==> config.mk <==
export PLATFORM = sky130hd
export DESIGN_NAME = rme_exception_entry
export DESIGN_NICKNAME = d
export VERILOG_FILES = /design/src/inc/rme_pkg.sv /design/src/hw/rme_exception_entry.sv
export VERILOG_INCLUDE_DIRS = /design/src /design/src/inc
export SDC_FILE = /design/constraint.sdc
export NUM_CORES = 1
export LEC_CHECK = 0
export ABC_AREA = 1
export BUFFER_PORTS_ARGS = -buffer_cell sky130_fd_sc_hd__buf_2
export CORE_MARGIN = 2
export CORE_UTILIZATION = 48
export DETAILED_ROUTE_END_ITERATION = 8
export PLACE_DENSITY = 0.79
export SYNTH_ARGS = -nofsm -noshare
export SYNTH_HDL_FRONTEND = slang
export SYNTH_SLANG_ARGS = --single-unit
==> constraint.sdc <==
create_clock -name hclk -period 2.3 [get_ports hclk]
set_clock_uncertainty 0.05 [all_clocks]
set_input_delay 0.115 -clock hclk [delete_from_list [all_inputs] [get_ports hclk]]
set_output_delay 0.115 -clock hclk [all_outputs]
set_load 0.02 [all_outputs]
==> src/inc/rme_defs.svh <==
`ifndef RME_DEFS_SVH
`define RME_DEFS_SVH

// register byte offsets on the bus
`define RME_OFS_MODE        8'h00
`define RME_OFS_CTRL        8'h04
`define RME_OFS_KEYMASK     8'h08
`define RME_OFS_STATUS      8'h0C

// mode readback field positions and fixed bits
`define RME_MODE_EXP_BIT    7
`define RME_MODE_FIXED      5'b1_1001
`define RME_MODE_SINGLE     2'b11

// control register fields
`define RME_CTRL_NMI_EDGE   0
`define RME_CTRL_WDT_NMI    1
`define RME_CTRL_WDT_RST    2
`define RME_CTRL_SENSE_LSB  8
`define RME_CTRL_EN_LSB     16
`define RME_CTRL_RESET      32'h0000_0000
`define RME_KEYMASK_RESET   8'hFF

// status register fields
`define RME_ST_NMI          0
`define RME_ST_IRQ_LSB      1
`define RME_ST_WDT          9
`define RME_ST_EXTRST       10
`define RME_ST_MODE_OK      11
`define RME_ST_MODE_LSB     12

// watchdog reset pulse length in system clocks
`define RME_WDT_RST_CYCLES  10'd518

// source numbers handed to the core
`define RME_NUM_IRQ         8
`define RME_NUM_INT         26
`define RME_NUM_SRC         36
`define RME_RESET_VECTOR    16'h0000

`endif

==> src/inc/rme_pkg.sv <==
package rme_pkg;

  // reset sequencer states
  typedef enum logic [1:0] {
    RS_HELD,
    RS_VECTOR,
    RS_FIRST,
    RS_RUN
  } rme_rst_state_t;

  // status from the core at instruction boundaries
  typedef struct packed {
    logic instr_end;
    logic ccr_op_end;
    logic seq_end;
    logic i_mask;
  } rme_core_stat_t;

  // commands to the core
  typedef struct packed {
    logic        core_reset_n;
    logic        reset_seq_start;
    logic        set_i_mask;
    logic        load_reset_vector;
    logic [15:0] vector_addr;
    logic        int_take;
    logic [5:0]  int_num;
  } rme_core_ctl_t;

endpackage

==> src/hw/rme_exception_entry.sv <==
`include "rme_defs.svh"

// Operation
// - mode select bits return mode pin levels latched on each read; not writable
// - mode bits 6,5,2 read one, bits 4,3 read zero, writes ignored
// - bit 7 is expanded enable on flash variant only, else reads one
// - reset pin low or watchdog reset stops everything and initialises state
// - reset sequence starts on clock after pin release or watchdog pulse end
// - watchdog reset pulse lasts exactly 518 system clocks
// - reset sequence sets the interrupt mask bit to one
// - reset sequence loads program counter from vector address zero, then fetches
// - no interrupt, not even non-maskable, before first instruction completes
// - no interrupt detected at end of a condition-code manipulation instruction
// - interrupts detected only at instruction end or exception sequence end
// - accept nine external sources on pins plus 26 internal sources
// - non-maskable always accepted; others refused while mask bit is one
// - highest priority request served first, each with its own number
// - each external request line selects falling edge or low level
// - non-maskable input is edge detected with selectable edge
// - request line six is shared with eight individually maskable key inputs
// - watchdog overflow routes to non-maskable or ordinary overflow interrupt
// - mode pins: 01 and 10 expanded, 11 single chip, 00 invalid
// - edge select zero means falling edge, one means rising edge
module rme_exception_entry #(
  parameter bit FLASH_VARIANT = 1'b0
) (
  input  wire logic                  hclk,
  input  wire logic                  hresetn,
  input  wire logic                  hsel,
  input  wire logic [7:0]            haddr,
  input  wire logic [1:0]            htrans,
  input  wire logic                  hwrite,
  input  wire logic [2:0]            hsize,
  input  wire logic                  hready,
  input  wire logic [31:0]           hwdata,
  output logic [31:0]                hrdata,
  output logic                       hreadyout,
  output logic                       hresp,
  input  wire logic                  reset_pin_n,
  input  wire logic                  mode_pin_high,
  input  wire logic                  mode_pin_low,
  input  wire logic                  nmi_pin,
  input  wire logic [7:0]            irq_pin_n,
  input  wire logic [7:0]            key_inputs,
  input  wire logic [25:0]           int_src,
  input  wire logic                  wdt_overflow,
  input  wire rme_pkg::rme_core_stat_t core_stat,
  output rme_pkg::rme_core_ctl_t     core_ctl,
  output logic                       chip_reset_n
);

  // pin synchronisers, first stage read only by second
  logic [19:0] sync1_r;
  logic [19:0] sync2_r;
  wire  [19:0] pins_async = {
    key_inputs,
    irq_pin_n,
    nmi_pin,
    mode_pin_high,
    mode_pin_low,
    reset_pin_n
  };

  always_ff @(posedge hclk or negedge hresetn) begin
    if (!hresetn) begin
      sync1_r <= 20'h0_0000;
      sync2_r <= 20'h0_0000;
    end else begin
      sync1_r <= pins_async;
      sync2_r <= sync1_r;
    end
  end

  // synchronised pin fields, safe for edge detection
  wire       res_pin_s = sync2_r[0];
  wire [1:0] mode_s    = sync2_r[2:1];
  wire       nmi_s     = sync2_r[3];
  wire [7:0] irq_s     = sync2_r[11:4];
  wire [7:0] key_s     = sync2_r[19:12];

  // watchdog reset pulse generator, survives chip reset
  logic [9:0] wdt_cnt_r;
  logic       wdt_busy_r;
  logic       ext_rst_src_r;
  logic [31:0] ctrl_r;
  wire        wdt_rst_req = wdt_overflow & ctrl_r[`RME_CTRL_WDT_RST] & ~wdt_busy_r;
  wire        wdt_last    = wdt_busy_r & (wdt_cnt_r == `RME_WDT_RST_CYCLES - 10'd1);

  always_ff @(posedge hclk or negedge hresetn) begin
    if (!hresetn) begin
      wdt_cnt_r  <= 10'h000;
      wdt_busy_r <= 1'b0;
    end else if (wdt_rst_req) begin
      wdt_cnt_r  <= 10'h000;
      wdt_busy_r <= 1'b1;
    end else if (wdt_busy_r) begin
      wdt_cnt_r  <= wdt_cnt_r + 10'd1;
      wdt_busy_r <= ~wdt_last;
    end
  end

  // internal chip reset: pin low or watchdog pulse
  wire chip_rst = ~res_pin_s | wdt_busy_r;

  // reset cause: pin sets, watchdog clears
  always_ff @(posedge hclk or negedge hresetn) begin
    if (!hresetn) begin
      ext_rst_src_r <= 1'b1;
    end else if (~res_pin_s) begin
      ext_rst_src_r <= 1'b1;
    end else if (wdt_rst_req) begin
      ext_rst_src_r <= 1'b0;
    end
  end

  // bus address phase decode
  logic       rd_pend_r;
  logic       wr_pend_r;
  logic [7:0] addr_r;
  logic [31:0] hrdata_r;
  logic       hreadyout_r;
  logic       hresp_r;
  wire        take      = hsel & hready & htrans[1];
  wire        take_rd   = take & ~hwrite;
  wire        take_wr   = take & hwrite;
  wire        sel_mode  = (addr_r == `RME_OFS_MODE);
  wire        sel_ctrl  = (addr_r == `RME_OFS_CTRL);
  wire        sel_keym  = (addr_r == `RME_OFS_KEYMASK);
  wire        sel_stat  = (addr_r == `RME_OFS_STATUS);
  wire        wr_mode   = wr_pend_r & sel_mode;
  wire        wr_ctrl   = wr_pend_r & sel_ctrl;
  wire        wr_keym   = wr_pend_r & sel_keym;

  always_ff @(posedge hclk or negedge hresetn) begin
    if (!hresetn) begin
      rd_pend_r <= 1'b0;
      wr_pend_r <= 1'b0;
      addr_r    <= 8'h00;
    end else begin
      rd_pend_r <= take_rd;
      wr_pend_r <= take_wr;
      addr_r    <= take ? haddr : addr_r;
    end
  end

  // mode select bits latched from the pins on each mode read
  logic [1:0] mode_sel_r;
  logic       exp_en_r;
  logic       exp_loaded_r;

  always_ff @(posedge hclk or negedge hresetn) begin
    if (!hresetn) begin
      mode_sel_r <= 2'b00;
    end else if (take_rd & (haddr == `RME_OFS_MODE)) begin
      mode_sel_r <= mode_s;
    end
  end

  // expanded enable: strap from the mode pins after reset, writable on flash part only
  always_ff @(posedge hclk or negedge hresetn) begin
    if (!hresetn) begin
      exp_en_r     <= 1'b0;
      exp_loaded_r <= 1'b0;
    end else if (chip_rst) begin
      exp_loaded_r <= 1'b0;
    end else if (!exp_loaded_r) begin
      exp_en_r     <= (mode_s != `RME_MODE_SINGLE);
      exp_loaded_r <= 1'b1;
    end else if (wr_mode & FLASH_VARIANT) begin
      exp_en_r     <= hwdata[`RME_MODE_EXP_BIT];
    end
  end

  // writable control fields; the unused bits always read zero
  wire [31:0] ctrl_wr_val = {
    8'h00,
    hwdata[23:8],
    5'b0_0000,
    hwdata[2:0]
  };

  // control and key mask registers, chip reset clears control and sets the key mask to all ones
  logic [7:0] keymask_r;

  always_ff @(posedge hclk or negedge hresetn) begin
    if (!hresetn) begin
      ctrl_r    <= `RME_CTRL_RESET;
      keymask_r <= `RME_KEYMASK_RESET;
    end else if (chip_rst) begin
      ctrl_r    <= `RME_CTRL_RESET;
      keymask_r <= `RME_KEYMASK_RESET;
    end else begin
      ctrl_r    <= wr_ctrl ? ctrl_wr_val : ctrl_r;
      keymask_r <= wr_keym ? hwdata[7:0] : keymask_r;
    end
  end

  // decoded control fields
  wire       nmi_edge_sel = ctrl_r[`RME_CTRL_NMI_EDGE];
  wire       wdt_to_nmi   = ctrl_r[`RME_CTRL_WDT_NMI];
  wire [7:0] irq_edge     = ctrl_r[`RME_CTRL_SENSE_LSB +: 8];
  wire [7:0] irq_en       = ctrl_r[`RME_CTRL_EN_LSB +: 8];

  // line six combines the pin with unmasked keys, all active low
  wire [7:0] irq_line_n;
  assign irq_line_n[5:0] = irq_s[5:0];
  assign irq_line_n[6]   = irq_s[6] & (&(key_s | keymask_r));
  assign irq_line_n[7]   = irq_s[7];

  // acceptance and the winning source
  logic        accept;
  logic [5:0]  win_num;
  logic        win_any;
  logic [7:0]  irq_prev_r;
  logic [7:0]  irq_pend_r;
  logic        nmi_prev_r;
  logic        nmi_pend_r;
  logic        wdt_pend_r;

  // edge or level sensing per external request line
  genvar gi;
  generate
    for (gi = 0; gi < `RME_NUM_IRQ; gi = gi + 1) begin : g_irq
      wire fall = irq_prev_r[gi] & ~irq_line_n[gi];
      wire clr  = accept & (win_num == 6'(gi + 1));
      always_ff @(posedge hclk or negedge hresetn) begin
        if (!hresetn) begin
          irq_prev_r[gi] <= 1'b1;
          irq_pend_r[gi] <= 1'b0;
        end else if (chip_rst) begin
          irq_prev_r[gi] <= 1'b1;
          irq_pend_r[gi] <= 1'b0;
        end else begin
          irq_prev_r[gi] <= irq_line_n[gi];
          irq_pend_r[gi] <= (fall & irq_edge[gi]) | (irq_pend_r[gi] & ~clr);
        end
      end
    end
  endgenerate

  // non-maskable edge detector and watchdog overflow latch; set wins over clear
  wire nmi_edge = nmi_edge_sel ? (~nmi_prev_r & nmi_s) : (nmi_prev_r & ~nmi_s);
  wire wdt_ovf  = wdt_overflow & ~ctrl_r[`RME_CTRL_WDT_RST];
  wire nmi_set  = nmi_edge | (wdt_ovf & wdt_to_nmi);
  wire wdt_set  = wdt_ovf & ~wdt_to_nmi;
  wire nmi_clr  = accept & (win_num == 6'd0);
  wire wdt_clr  = accept & (win_num == 6'(`RME_NUM_SRC - 1));

  always_ff @(posedge hclk or negedge hresetn) begin
    if (!hresetn) begin
      nmi_prev_r <= 1'b1;
      nmi_pend_r <= 1'b0;
      wdt_pend_r <= 1'b0;
    end else if (chip_rst) begin
      nmi_prev_r <= nmi_s;
      nmi_pend_r <= 1'b0;
      wdt_pend_r <= 1'b0;
    end else begin
      nmi_prev_r <= nmi_s;
      nmi_pend_r <= nmi_set | (nmi_pend_r & ~nmi_clr);
      wdt_pend_r <= wdt_set | (wdt_pend_r & ~wdt_clr);
    end
  end

  // request vector: nmi, eight lines, internal sources, watchdog overflow
  // a line requests while its edge is pending or, in level mode, while held low
  wire [7:0]  irq_level = ~irq_edge & ~irq_line_n;
  wire [7:0]  irq_req   = irq_en & (irq_pend_r | irq_level);
  wire [35:0] req_all   = {
    wdt_pend_r,
    int_src,
    irq_req,
    nmi_pend_r
  };
  wire [35:0] req_ok   = req_all & {{35{~core_stat.i_mask}}, 1'b1};

  // lowest index wins, so nmi beats every other source
  always_comb begin
    win_num = 6'h00;
    win_any = 1'b0;
    for (int i = `RME_NUM_SRC - 1; i >= 0; i--) begin
      if (req_ok[i]) begin
        win_num = 6'(i);
        win_any = 1'b1;
      end
    end
  end

  // reset sequencer
  rme_pkg::rme_rst_state_t rst_state_r;
  rme_pkg::rme_rst_state_t rst_state_nxt;
  rme_pkg::rme_core_ctl_t  core_ctl_r;
  rme_pkg::rme_core_ctl_t  core_ctl_nxt;

  always_comb begin
    rst_state_nxt = rst_state_r;
    unique case (rst_state_r)
      rme_pkg::RS_HELD:   rst_state_nxt = rme_pkg::RS_VECTOR;
      rme_pkg::RS_VECTOR: rst_state_nxt = rme_pkg::RS_FIRST;
      rme_pkg::RS_FIRST:  rst_state_nxt = core_stat.instr_end ? rme_pkg::RS_RUN : rme_pkg::RS_FIRST;
      rme_pkg::RS_RUN:    rst_state_nxt = rme_pkg::RS_RUN;
    endcase
  end

  // boundary check: only at instruction or sequence end, never right after a ccr op
  wire boundary = (rst_state_r == rme_pkg::RS_RUN) ? (core_stat.instr_end | core_stat.seq_end)
                : (rst_state_r == rme_pkg::RS_FIRST) & core_stat.instr_end;
  assign accept = ~chip_rst & boundary & ~core_stat.ccr_op_end & win_any;

  // core commands, registered
  always_comb begin
    core_ctl_nxt                   = '0;
    core_ctl_nxt.core_reset_n      = ~chip_rst;
    core_ctl_nxt.vector_addr       = `RME_RESET_VECTOR;
    core_ctl_nxt.reset_seq_start   = ~chip_rst & (rst_state_r == rme_pkg::RS_HELD);
    core_ctl_nxt.set_i_mask        = ~chip_rst & (rst_state_r == rme_pkg::RS_HELD);
    core_ctl_nxt.load_reset_vector = ~chip_rst & (rst_state_r == rme_pkg::RS_VECTOR);
    core_ctl_nxt.int_take          = accept;
    core_ctl_nxt.int_num           = accept ? win_num : 6'h00;
  end

  always_ff @(posedge hclk or negedge hresetn) begin
    if (!hresetn) begin
      rst_state_r  <= rme_pkg::RS_HELD;
      core_ctl_r   <= '0;
      chip_reset_n <= 1'b0;
    end else begin
      rst_state_r  <= chip_rst ? rme_pkg::RS_HELD : rst_state_nxt;
      core_ctl_r   <= core_ctl_nxt;
      chip_reset_n <= ~chip_rst;
    end
  end

  // command word to the core comes straight from its flop
  assign core_ctl = core_ctl_r;

  // read data: mode byte with fixed reserved bits and status word
  wire        exp_bit   = FLASH_VARIANT ? exp_en_r : 1'b1;
  wire [7:0]  mode_byte = {exp_bit, `RME_MODE_FIXED, mode_sel_r};
  wire        mode_ok   = (mode_s != 2'b00);
  wire [31:0] status_w  = {
    18'h0_0000,
    mode_s,        // live mode pins
    mode_ok,
    ext_rst_src_r, // one after a pin reset
    wdt_pend_r,
    irq_pend_r,
    nmi_pend_r
  };
  wire [31:0] rd_mux    = sel_mode ? {24'h00_0000, mode_byte} :
                          sel_ctrl ? ctrl_r :
                          sel_keym ? {24'h00_0000, keymask_r} :
                          sel_stat ? status_w : 32'h0000_0000;

  // one wait state on reads so a preceding write is seen
  always_ff @(posedge hclk or negedge hresetn) begin
    if (!hresetn) begin
      hrdata_r    <= 32'h0000_0000;
      hreadyout_r <= 1'b1;
      hresp_r     <= 1'b0;
    end else begin
      hrdata_r    <= (rd_pend_r & ~hreadyout_r) ? rd_mux : hrdata_r;
      hreadyout_r <= ~take_rd;
      hresp_r     <= 1'b0;
    end
  end

  // bus outputs come straight from their flops
  assign hrdata    = hrdata_r;
  assign hreadyout = hreadyout_r;
  assign hresp     = hresp_r;

endmodule // rme_exception_entry

==> results.py <==
metrics = {
    "outcome": {
        "status": "complete, but fails checks",
        "violations": "setup timing",
    },
    "yosys": {
        "synth_common_cells": "nand2_1, dfrtp_1, inv_1, o21ai_0, nor2_1",
        "synth_top_area_share_pct": 50.5,
        "synth_top_family_by_area": "simple AND/OR/NAND/NOR gates",
        "syn_area_per_cell_um2": 9.08,
        "async_reset_ff_share_pct": 100,
        "synth.area.top_cells": "dfrtp_1, nand2_1, dfstp_2",
        "synthSimpleGateAreaFrac_pct": 21.0,
        "synth_mux_area_share_pct": 1.07,
        "synth_compound_area_share_pct": 9.95,
        "synth_xor_area_share_pct": 0,
        "ys_seq_area_share_pct": 58.4,
        "synth_adder_area_share_pct": 0.395,
        "ys.flop_type": "dfrtp_1",
        "synth_top_area_cell": "dfrtp_1",
        "synth_area_mm2": 0.00634,
        "ys_types": 35,
        "ys_ff_latch": 147,
        "yosys_warnings": 0,
        "yosysMostFrequentCell": "nand2_1",
        "synth_edf_count": 0,
        "synthCells": 698,
    },
    "sta": {
        "drv_slew": 0,
        "period_share_pct": 111,
        "tns_ns": -2.14,
        "hold_viol_final": 0,
        "period_minus_slack_ns": 2.55,
        "rsz0062_at_grt": "true",
        "fin_ws_ns": -0.251,
        "worst_pin_slew_ns": 0.492,
        "relSlewSlack_pct": 66.9,
        "setup_viol": 12,
        "fmax_ghz": 0.392,
    },
    "cts": {
        "cts_buffers": 17,
        "numClockSinks": 147,
        "clk_latency_ns": 0.42,
        "cts_tree": "yes",
        "htree_levels": 4,
        "clockRootBuffer": "clkbuf_16",
        "clockBufferDepth": 2,
        "clk_pin_slew_ns": 0.06,
    },
    "power": {
        "sw_frac_of_total_pct": 28.4,
        "power_frac_seq_pct": 43.6,
        "power_switching_w": 0.00193,
        "ir_drop_mv": 0.567,
        "p_clk_share_pct": 41.1,
        "internal_power_w": 0.00488,
        "power_frac_comb_pct": 15.3,
        "leakagePower_nw": 4.29,
        "powerDensity_mw_per_mm2": 791,
    },
    "layout": {
        "fin_util_pct": 67.4,
        "nets": 1027,
        "drive_gt1_share_pct": 27.3,
        "area_growth_pct": 35.8,
        "n_antenna_cell": 0,
    },
    "worst_setup_path": {
        "crit_chain": "or2_2 -> o21ai_0 -> nor4_2 -> nand2_1 -> a21oi_2 -> nor3_2 -> nor3_2 -> buf_4 -> nand3_1 -> o21ai_0 -> nor3_2 -> buf_4 -> nand4_1 -> nand2_1 -> nand2_1",
        "endpoint_kind": "register",
        "crit_fanout": 3,
        "critical_path_required_ns": 2.57,
        "cp-start-kind": "register",
        "critical-path-slowest-cell": "dfstp_2",
        "path_delay_family": "simple AND/OR/NAND/NOR gates",
        "max_stage_delay_ns": 0.36,
        "path_buf_inv": 2,
        "critPathKind": "reg2reg",
        "critPathArrivalTime_ns": 2.82,
    },
    "placement": {
        "place_hpwl_um": 11100,
        "place_congestion": 0.913,
        "io_buffers": 125,
        "pre_cts_ws_ns": -0.246,
    },
    "global_route": {
        "grt_pass1_vias": 5451,
        "grt-ovfl-total": 0,
        "antenna_found_initial": 0,
        "grt_max_degree": 55,
        "grt_use_total_pct": 24.7,
        "grt_first_pass_wirelength_um": 27100,
    },
    "floorplanning": {
        "die_x_um": 119,
        "start_util_pct": 49.6,
        "dieArea_mm2": 0.0141,
        "die_height_um": 119,
        "ios": 163,
        "rows": 41,
        "core_area_mm2": 0.0128,
    },
    "routing": {
        "drc": 0,
        "via_per_inst": 5.06,
        "route.vias.total": 5616,
        "drt-initial-drc-count": 462,
        "wirelength_um": 16500,
        "post_drt_wl_per_cell_um": 14.9,
        "drtAntennaViolNets": 0,
        "drt_pass1_iterations": 5,
    },
    "worst_hold_path": {
        "hold_path_class": "in2reg",
    },
    "job": {
        "max-cap-violations": 0,
    },
}
-- power by group through the flow --
stage	clock network, W	logic (W)	registers (W)
6_report	0.00280	0.00104	0.00297
5_1_grt	0.00298	0.00117	0.00299
4_1_cts	0.00284	0.00102	0.00296
3_5_place_dp	0	0.000908	0.00300
3_3_place_gp	0	0.000891	0.00299
2_1_floorplan	0	0.000572	0.00298
-- cells by family after synthesis --
kind of cell    count (synthesis)
fa+ha+maj                       2
other cells                     1
mux                             6
flops                         147
simple gates                  306
buf+inv                       125
compound gates                111
-- worst register-to-register path: stages (launching register included) --
cell	delay, ns
dfstp_2	0.36
or2_2	0.28
o21ai_0	0.12
nor4_2	0.06
nand2_1	0.13
a21oi_2	0.07
nor3_2	0.21
nor3_2	0.09
buf_4	0.15
nand3_1	0.15
o21ai_0	0.14
nor3_2	0.25
buf_4	0.16
nand4_1	0.09
nand2_1	0.07
nand2_1	0.04
-- area by class of cell --
class                   instances  area, um^2
inverters                      80         300
flip-flops and latches        147        3700
fillers                       934        4170
well taps                     172         215
repair buffers                228        1570
clock buffers                  17         425
clock inverters                15         173
multi-input cells             450        2220
-- placed cells by master (no fill, tap or decap), drive strengths merged, types with 19 or more instances in the layout --
| cell | Yosys | routed |
|---|---|---|
| nor2 | 54 | 54 |
| dfrtp | 128 | 128 |
| conb | 1 | 25 |
| o21ai | 61 | 61 |
| buf | 29 | 172 |
| inv | 79 | 87 |
| dlygate4sd3 | 0 | 56 |
| nand3 | 51 | 51 |
| nand2 | 159 | 159 |
| dfstp | 19 | 19 |
-- stage by stage --
step | total power [W] | area [um^2] | cells | hold WS (ns)
final | 0.00681 | 8610 | 1109 | 0.120
after global routing | 0.00714 | 8610 | 1109 | 0.115
after CTS | 0.00682 | 8590 | 1109 | 0.0831
after detailed placement | 0.00391 | 7350 | 1017 | 0.0338
after global placement | 0.00388 | 7350 | 1017 | 0.0338
after floorplan | 0.00356 | 6430 | 722 | -0.231
-- flip-flops by register name, indices dropped and copies added (netlist names), 2 cells and up --
name	cells
core_ctl	10
keymask_r	8
irq_prev_r	8
sync1_r	20
sync2_r	20
addr_r	8
rst_state_r	2
wdt_cnt_r	10
ctrl_r	19
hrdata	24
irq_pend_r	8
mode_sel_r	2
-- metal layers --
layer  vias to the layer above  routed length, um  track usage [%]
met2                       254               7880             38.9
met4                         0                379             10.1
li1                       2707                  -                -
met3                        29               1190             6.03
met1                      2626               7100             33.0
met5                         -                  0                0
-- repair_timing --
item / 4_1_cts / 5_1_grt
pin swaps: 11 / 6
endpoints found under the setup margin: 12 / 22
setup buffers: 4 / 0
resized for setup: 11 / 5
hold endpoints to repair: 110 / 0
hold buffers: 56 / 0
-- path summary, 6_finish.rpt --
| check | startpoint | end | slack, ns | cells after the start |
|---|---|---|---|---|
| min reg2reg | sync1_r[12] | sync2_r[12] | 0.29 | 0 |
| max in group asynchronous | hresetn | hreadyout | 1.29 | 3 |
| min in group asynchronous | hresetn | wdt_cnt_r[6] | 0.15 | 2 |
| min | core_stat[2] | core_ctl[4] | 0.12 | 7 |
| max reg2reg | keymask_r[0] | irq_pend_r[4] | -0.25 | 15 |
| max | keymask_r[0] | irq_pend_r[4] | -0.25 | 15 |
Note: power is estimated with default switching activity, not from simulation.
